`src/shared/stepper_pkg.sv`:
```
// constants for the stepper phase sequencer
// assumes a single 40 MHz core clock
package stepper_pkg;
  localparam int CLK_MHZ = 40;
  localparam int RESET_HOLD_US = 20;
  localparam int RESET_HOLD_CYC = RESET_HOLD_US * CLK_MHZ;
  localparam int PULSE_MIN_US = 20;
  localparam int PULSE_MIN_CYC = PULSE_MIN_US * CLK_MHZ;
  localparam int STEP_FREQ_MAX_KHZ = 25;
  localparam logic [2:0] POS_RESET = 3'h0;
  localparam logic [2:0] POS_FULL_STEP = 3'h2;
  localparam logic [2:0] POS_HALF_STEP = 3'h1;
  // phase output order {winding1_fwd, winding2_fwd, winding1_rev, winding2_rev}
  localparam logic [3:0] PHASE_OFF = 4'h0;
  localparam logic [3:0] PHASE_AT_RESET = 4'h9;
endpackage : stepper_pkg

```
`src/rtl/stepper_phase_sequencer.sv`:
```
// phase distribution logic for a two-phase unipolar stepper driver
// assumes step clock and control levels come from pins, asynchronous to core_clk
// Function
// - phase pattern advances only on step clock rising edges, never falling
// - excitation select low gives full-step, high gives half-step
// - direction select low steps forward, high steps in reverse
// - while reset is low, sequencer held and all four phases off
// - after reset the first winding gate output comes on in the same cycle as winding2_rev
// - reset state energizes winding1 forward and winding2 reverse
// - half-step inserts single-winding states, drive off a quarter of time
// - excitation select is sampled on the step clock rising edge
`timescale 1ns/1ps
module stepper_phase_sequencer
  import stepper_pkg::*;
(
  input wire logic core_clk,
  input wire logic rst_n,
  input wire logic step_clk,
  input wire logic excitation_select,
  input wire logic direction_select,
  output logic first_coil_switch,
  output logic winding2_fwd,
  output logic winding1_rev,
  output logic winding2_rev
);

  logic [2:0] sync1_r;
  logic [2:0] sync2_r;
  logic step_prev_r;
  logic [2:0] pos_r;
  logic [2:0] pos_nxt;
  logic [3:0] phase_nxt;
  logic step_rise;
  logic half_mode;

  // two-flop synchronisers for the three pin inputs; the step bit resets high
  // like its pulled-up pin, so a clock already high at release is no step
  always_ff @(posedge core_clk or negedge rst_n)
  begin
    if (!rst_n)
    begin
      sync1_r <= 3'h1;
      sync2_r <= 3'h1;
    end
    else
    begin
      sync1_r <= {direction_select, excitation_select, step_clk};
      sync2_r <= sync1_r;
    end
  end

  // previous synchronised step level for rising edge detection
  always_ff @(posedge core_clk or negedge rst_n)
  begin
    if (!rst_n)
      step_prev_r <= 1'b1;
    else
      step_prev_r <= sync2_r[0];
  end

  assign step_rise = sync2_r[0] & ~step_prev_r;
  assign half_mode = sync2_r[1];

  // position on an eight-entry ring; full-step uses only even positions
  always_comb
  begin
    pos_nxt = pos_r;
    if (half_mode)
    begin
      if (sync2_r[2])
        pos_nxt = pos_r - POS_HALF_STEP;
      else
        pos_nxt = pos_r + POS_HALF_STEP;
    end
    else
    begin
      // snap an odd position to even when entering full-step
      if (sync2_r[2])
        pos_nxt = (pos_r[0] ? pos_r - POS_HALF_STEP : pos_r - POS_FULL_STEP);
      else
        pos_nxt = (pos_r[0] ? pos_r + POS_HALF_STEP : pos_r + POS_FULL_STEP);
    end
  end

  always_ff @(posedge core_clk or negedge rst_n)
  begin
    if (!rst_n)
      pos_r <= POS_RESET;
    else if (step_rise)
      pos_r <= pos_nxt;
  end

  // even: two windings, odd: one winding
  always_comb
  begin
    case (pos_nxt)
      3'h0: phase_nxt = PHASE_AT_RESET;
      3'h1: phase_nxt = 4'h8;
      3'h2: phase_nxt = 4'hC;
      3'h3: phase_nxt = 4'h4;
      3'h4: phase_nxt = 4'h6;
      3'h5: phase_nxt = 4'h2;
      3'h6: phase_nxt = 4'h3;
      3'h7: phase_nxt = 4'h1;
      default: phase_nxt = PHASE_OFF;
    endcase
  end

  // start flag: set on the first clock after reset release, never cleared
  logic started_r;
  always_ff @(posedge core_clk or negedge rst_n)
  begin
    if (!rst_n)
      started_r <= 1'b0;
    else
      started_r <= 1'b1;
  end

  // outputs cut off during reset, then open at the start state
  always_ff @(posedge core_clk or negedge rst_n)
  begin
    if (!rst_n)
      {first_coil_switch, winding2_fwd, winding1_rev, winding2_rev} <= PHASE_OFF;
    else if (!started_r)
      {first_coil_switch, winding2_fwd, winding1_rev, winding2_rev} <= PHASE_AT_RESET;
    else if (step_rise)
      {first_coil_switch, winding2_fwd, winding1_rev, winding2_rev} <= phase_nxt;
  end

  // sequencer checks
  phase_exclusive_a: assert property (@(posedge core_clk) disable iff (!rst_n)
    !(first_coil_switch && winding1_rev) && !(winding2_fwd && winding2_rev))
    else $error("opposing winding halves on together");

  start_state_a: assert property (@(posedge core_clk) disable iff (!rst_n)
    $rose(started_r) |-> first_coil_switch && winding2_rev && !winding2_fwd && !winding1_rev)
    else $error("start state wrong");

  start_pos_a: assert property (@(posedge core_clk) disable iff (!rst_n)
    $rose(started_r) |-> pos_r == POS_RESET)
    else $error("start position wrong");

  outs_dark_a: assert property (@(posedge core_clk) disable iff (!rst_n)
    !started_r |->
      {first_coil_switch, winding2_fwd, winding1_rev, winding2_rev} == PHASE_OFF)
    else $error("outputs on before start");

  never_dark_a: assert property (@(posedge core_clk) disable iff (!rst_n)
    started_r |->
      {first_coil_switch, winding2_fwd, winding1_rev, winding2_rev} != PHASE_OFF)
    else $error("all outputs off after start");

  hold_no_edge_a: assert property (@(posedge core_clk) disable iff (!rst_n)
    started_r && $past(started_r) && !$past(step_rise) |-> $stable(pos_r))
    else $error("position moved without step edge");

  out_hold_a: assert property (@(posedge core_clk) disable iff (!rst_n)
    started_r && $past(started_r) && !$past(step_rise) |->
      $stable({first_coil_switch, winding2_fwd, winding1_rev, winding2_rev}))
    else $error("outputs moved without step edge");

  step_moves_a: assert property (@(posedge core_clk) disable iff (!rst_n)
    step_rise |=> !$stable({first_coil_switch, winding2_fwd, winding1_rev, winding2_rev}))
    else $error("step edge left outputs unchanged");

  full_even_a: assert property (@(posedge core_clk) disable iff (!rst_n)
    step_rise && !half_mode |=> !pos_r[0])
    else $error("full-step landed on half position");

  full_fwd_a: assert property (@(posedge core_clk) disable iff (!rst_n)
    step_rise && !half_mode && !sync2_r[2] && !pos_r[0] |=>
      pos_r == $past(pos_r) + POS_FULL_STEP)
    else $error("forward full step wrong");

  full_back_a: assert property (@(posedge core_clk) disable iff (!rst_n)
    step_rise && !half_mode && sync2_r[2] && !pos_r[0] |=>
      pos_r == $past(pos_r) - POS_FULL_STEP)
    else $error("reverse full step wrong");

  half_one_a: assert property (@(posedge core_clk) disable iff (!rst_n)
    step_rise && half_mode && !sync2_r[2] |=> pos_r == $past(pos_r) + 3'h1)
    else $error("forward half step wrong");

  half_back_a: assert property (@(posedge core_clk) disable iff (!rst_n)
    step_rise && half_mode && sync2_r[2] |=> pos_r == $past(pos_r) - 3'h1)
    else $error("reverse half step wrong");

  snap_fwd_a: assert property (@(posedge core_clk) disable iff (!rst_n)
    step_rise && !half_mode && !sync2_r[2] && pos_r[0] |=>
      pos_r == $past(pos_r) + POS_HALF_STEP)
    else $error("forward snap to full position wrong");

  snap_back_a: assert property (@(posedge core_clk) disable iff (!rst_n)
    step_rise && !half_mode && sync2_r[2] && pos_r[0] |=>
      pos_r == $past(pos_r) - POS_HALF_STEP)
    else $error("reverse snap to full position wrong");

  two_on_even_a: assert property (@(posedge core_clk) disable iff (!rst_n)
    step_rise ##1 !pos_r[0] |-> $countones({first_coil_switch, winding2_fwd,
      winding1_rev, winding2_rev}) == 2)
    else $error("full position not two windings");

  odd_one_a: assert property (@(posedge core_clk) disable iff (!rst_n)
    step_rise ##1 pos_r[0] |-> $countones({first_coil_switch, winding2_fwd,
      winding1_rev, winding2_rev}) == 1)
    else $error("half position not one winding");

  started_once_a: assert property (@(posedge core_clk) disable iff (!rst_n)
    started_r |=> started_r)
    else $error("start flag dropped");

  // main scenarios
  step_fwd_c: cover property (@(posedge core_clk) disable iff (!rst_n)
    step_rise && !sync2_r[2]);
  step_rev_c: cover property (@(posedge core_clk) disable iff (!rst_n)
    step_rise && sync2_r[2]);
  half_wrap_c: cover property (@(posedge core_clk) disable iff (!rst_n)
    step_rise && half_mode && pos_r == 3'h7);
  full_snap_c: cover property (@(posedge core_clk) disable iff (!rst_n)
    step_rise && !half_mode && pos_r[0]);
  full_rev_c: cover property (@(posedge core_clk) disable iff (!rst_n)
    step_rise && !half_mode && sync2_r[2] && !pos_r[0]);

endmodule : stepper_phase_sequencer

```
`config.mk`:
```
export PLATFORM = sky130hd
export DESIGN_NAME = stepper_phase_sequencer
export DESIGN_NICKNAME = d
export VERILOG_FILES = /design/src/shared/stepper_pkg.sv /design/src/rtl/stepper_phase_sequencer.sv
export SDC_FILE = /design/constraint.sdc
export NUM_CORES = 1
export LEC_CHECK = 0
export BUFFER_PORTS_ARGS = -buffer_cell sky130_fd_sc_hd__buf_2
export CORE_MARGIN = 2
export CORE_UTILIZATION = 53
export CTS_CLUSTER_SIZE = 14
export DETAILED_ROUTE_END_ITERATION = 10
export PLACE_DENSITY = 0.81
export SLEW_MARGIN = 20
export SYNTH_ARGS = -nofsm -noshare
export SYNTH_HDL_FRONTEND = slang
export SYNTH_SLANG_ARGS = --single-unit
```
`constraint.sdc`:
```
create_clock -name core_clk -period 2.24 [get_ports core_clk]
set_input_delay 0.336 -clock core_clk [delete_from_list [all_inputs] [get_ports core_clk]]
set_output_delay 0.336 -clock core_clk [all_outputs]
set_load 0.03 [all_outputs]
```
# Word-level counts from Yosys, hierarchy flattened

Memories as Yosys holds them, arrays and structs flattened.
Index checks and enable logic that the tools add are counted.

Register bits after elaboration: 15
ROM bits: 32
Input port bits: 5
Logic and storage cells: 30
Memories: 1

Memories:

| name             | words | bits a word | read ports | clocked after Yosys merged registers in | wr ports | line                          | RTL |
|---|---|---|---|---|---|---|---|
| (name not given) | 8     | 4           | 1          | 0                                       | 0        | stepper_phase_sequencer.sv:96 | `case (pos_nxt)` |

$add $sub $neg: 4
Equality and inequality tests: 1
Mux-type cells: 13
Bitwise gates (word level): 2

Operators by type and width:

| cell                                                               | count |
|---|---|
| 3-bit 2-to-1 mux                                                   | 5 |
| 1-bit 2-to-1 mux                                                   | 8 |
| 3-bit by 1-bit adder with 3-bit output, second input constant      | 1 |
| 3-bit by 2-bit adder with 3-bit output, second input constant      | 1 |
| 3-bit by 1-bit subtractor with 3-bit output, second input constant | 1 |
| 3-bit by 2-bit subtractor with 3-bit output, second input constant | 1 |
| 2-bit inequality test, second input constant                       | 1 |
| 1-bit AND                                                          | 1 |
| 1-bit inverter                                                     | 1 |

# Longest topological paths before layout

An unclocked memory read counts as a cell.

Depth in word-level cells: 7
Gate-level depth with buffers: 7
Gate-level depth less buffers: 7

# Worst setup path before layout

Ideal clock, no wire load.

Path kind: register -> register
From: register pos_r[0]
To: register winding2_fwd
Library setup time: 0.101 ns
Arrival: 1.657 ns
Required time: 2.139 ns
Setup slack: 0.483 ns
Stages on the path, launching flop included: 8
Buffers on the path: 0
Clock period less this slack: 1.757 ns
Path through: dfrtp_1 inv_1 ha_1 o21ai_1 o311ai_2 and3b_1 or2_4 o311ai_2

Longest elaborated chain between the ends: 7
Elaborated cells on any way between the ends: 12
Those cells by class: 4 x add/sub; 7 x mux; 1 x memory

RTL lines:

| what                                                                 | line                                                         | RTL |
|---|---|---|
| from (decl)                                                          | stepper_phase_sequencer.sv:30                                | `logic [2:0] pos_r;` |
| from (signal assigned)                                               | stepper_phase_sequencer.sv:90                                | `pos_r <= pos_nxt;` |
| 3-bit by 2-bit adder with 3-bit output, or another cell as far along | stepper_phase_sequencer.sv:81                                | `pos_nxt = (pos_r[0] ? pos_r + POS_HALF_STEP : pos_r + POS_FULL_STEP);` |
| 3-bit 2-to-1 mux (on tied branches)                                  | stepper_phase_sequencer.sv:81, stepper_phase_sequencer.sv:79 |  |
| 3-bit 2-to-1 mux                                                     | stepper_phase_sequencer.sv:78                                | `if (sync2_r[2])` |
| 3-bit 2-to-1 mux *                                                   | stepper_phase_sequencer.sv:68                                | `if (half_mode)` |
| memory 8 x 4 bit *                                                   | n/a                                                          |  |
| 1-bit 2-to-1 mux *                                                   | stepper_phase_sequencer.sv:126                               | `else if (step_rise)` |
| 1-bit 2-to-1 mux *                                                   | stepper_phase_sequencer.sv:124                               | `else if (!started_r)` |
| to (signal assigned)                                                 | stepper_phase_sequencer.sv:127                               | `{first_coil_switch, winding2_fwd, winding1_rev, winding2_rev} <= phase_nxt;` |
| to (decl)                                                            | stepper_phase_sequencer.sv:22                                | `output logic winding2_fwd,` |

Mark *: on every way between the ends. The rest lies on a longest branch, timed or not. The select of a mux whose other input is x is not followed.
A chain may end at the register's enable or synchronous reset.

# Worst setup path after layout

Same ends and word-level chain as after synthesis.

==> flow_metrics.tcl <==
set metrics [dict create \
    status "finished clean" \
    slew_viol_final 0 \
    worstSetupEndpointType "flop" \
    syn-cell-area_um2 699 \
    avgViaCountPerCell 5.48 \
    grt_use_total_pct 18.1 \
    synth_most_common_cell "dfrtp_1" \
    die_h_um 40.3 \
    ir_drop_mv 0.415 \
    setup_violations 0 \
    r2r_slack_ps 320 \
    fin_worst_skew_ps 1.58 \
    io_pins 9 \
    clock-sinks 15 \
    grt_max_degree 16 \
    rsz0062_at_grt "no" \
    clk_latency_ps 270 \
    dp_slack_ps 334 \
    total_leakage_power_nw 0.358 \
    synth-seq-cells 15 \
    synthesis.nets 69 \
    holdPathStages 1 \
    cellPowerDensity_mw_per_mm2 858 \
    first_pass_iters 4 \
    synthToLayoutAreaGrowth_pct 13.1 \
    initial_core_util_pct 55.1 \
    synth_edf_count 0 \
    slowest_delay_ps 500 \
    fp.dieW_um 40.3 \
    core_mm2 0.00127 \
    worstReg2RegStart "pos_r[0]" \
    async_reset_ff_share_pct 100 \
    fmax_mhz 522 \
    dr_total_vias 477 \
    hold_start "step_clk" \
    syn_avg_cell_area_um2 11.7 \
    dp.cells 82 \
    min_path_type "in -> reg" \
    worst_setup_path_start_kind "flop" \
    netlist_top_cells_count "dfrtp_1, nand2_1, ha_1" \
    cp.required_ps 2420 \
    drive_gt1_share_pct 26.4 \
    antenna_found_initial 0 \
    synth_flop_cell "dfrtp_1" \
    seq_area_frac_synth_pct 54.2 \
    crit_chain "inv_1, ha_1, o21ai_1, o311ai_2, and3b_1, or2_4, o311ai_2" \
    grt_pass1_wl_um 1840 \
    setup_tns_ps 0 \
    nets 82 \
    r2r_end "winding2_fwd" \
    synth_cell_types 27 \
    grt_pass1_vias 435 \
    clk_path_buf_depth 2 \
    portBuffers 8 \
    drc 0 \
    cts_tree "yes" \
    synthCells 60 \
    r2r_cells 7 \
    gp_congestion 0.828 \
    ys_warn_count 0 \
    dp_hpwl_um 836 \
    maxCapViolCount 0 \
    fin_cells 87 \
    drtAntennaViolNets 0 \
    yosys-top-cells-area "dfrtp_1, dfstp_2, ha_1" \
    hold_violations 0 \
    row_count 13 \
    clkTransAtPathRegs_ps 80 \
    slowest_stage "dfrtp_1" \
    critical_path_class "reg -> reg" \
    cp.arrival_ps 2100 \
    h-tree-depth 1 \
    cp_max_fo 8 \
    drt_iter0_drc 6 \
    layout_setup_ws_ps 324 \
    drt-total-wl_um 1090 \
    crit_top_cell "o311ai_2" \
    worstHoldEndpoint "sync1_r[0]" \
    diodes 0 \
    power_w 0.000679 \
    min_period_over_period_pct 85.6 \
    cts-resized-gates 0 \
    cts_made_buffers 3 \
    synth_top_area_cell "dfrtp_1" \
    synth_top_area_share_pct 42.9 \
    nFillCells 106 \
    grt_overflow 0 \
    fin_crit_ps 1920 \
    die-area_mm2 0.00163 \
    clock-root-buffer "clkbuf_4" \
    wire_per_inst_um 12.5 \
]
stage by stage:
step / utilization (%) / cell area, um2 / hold WS [ps]
6_report: 62.3 / 791 / 152
5_1_grt: 62.3 / 791 / 133
4_1_cts: 62.3 / 791 / 144
3_5_place_dp: 59.5 / 754 / 244
3_3_place_gp: 59.5 / 754 / 243
2_1_floorplan: - / 699 / 40.4
worst max-delay path by stage:
stage	end	cells after the start	from	slack (ps)
2_1_floorplan	winding2_fwd	7	pos_r[0]	480
3_3_place_gp	winding2_fwd	7	pos_r[0]	410
3_5_place_dp	winding2_fwd	7	pos_r[0]	330
4_1_cts	winding2_fwd	7	pos_r[0]	320
5_1_grt	winding2_fwd	7	pos_r[0]	200
6_report	winding2_fwd	7	pos_r[0]	320
registers in the layout (all words and copies together) (netlist names):
register and cells:
sync2_r 3, first_coil_switch 1, pos_r 3, winding2_fwd 1, sync1_r 3, started_r 1
winding1_rev 1, winding2_rev 1, step_prev_r 1
worst max-delay path, delay by kind of cell, from the launching register on:
kind,cells,cell delay (ps)
AO/OA/AOI/OAI,3,500
adder cells (fa/ha/maj),1,210
buffers and inverters,1,130
flip-flops,1,500
AND/OR/NAND/NOR,2,490
metal layers:
metal	part of all wire [%]	GRT usage [%]
met1	44	22.4
met2	49	28.2
met3	3.9	3.33
met4	2.9	12.5
met5	0	0
what timing repair did:
item / in CTS / in global routing
hold buffers: 1 / 0
setup buffers: 0 / 0
endpoints found under the hold margin: 12 / 0
layout by cell type, fill, tap and decap left out, types with 2 or more instances in the layout:
cell       instances
buf_2              8
clkbuf_4           3
dfrtp_1           12
dfstp_2            3
ha_1               4
inv_1              2
nand2_1            6
nand2b_1           2
nand3_1            3
nor2_1             2
o2111ai_1          2
o21ai_0            3
o21ai_1            2
o311ai_2           3
xnor2_1            2
logic make-up after synthesis:
group	share of synthesized area (%)
buf+inv	2.15
compound gates	19.9
xor+xnor	2.50
flops	54.2
other cells	0.536
simple gates	13.6
fa+ha+maj	7.16
area by class of cell:
type / instances / area (um2) / area share (%)
timing repair buffer: 9 / 50.0 / 6.33
clock buffer: 4 / 26.3 / 3.32
multi-input combinational: 41 / 305 / 38.6
inverter: 3 / 11.3 / 1.42
sequential: 15 / 379 / 47.9
tap: 15 / 18.8 / 2.37
report_power, final:
group | internal (W) | switching (W) | total (W)
registers | 0.000306 | 0.0000316 | 0.000338
logic | 0.0000862 | 0.000111 | 0.000197
clock network | 0.0000690 | 0.0000751 | 0.000144
(Power assumes the default switching activity.)
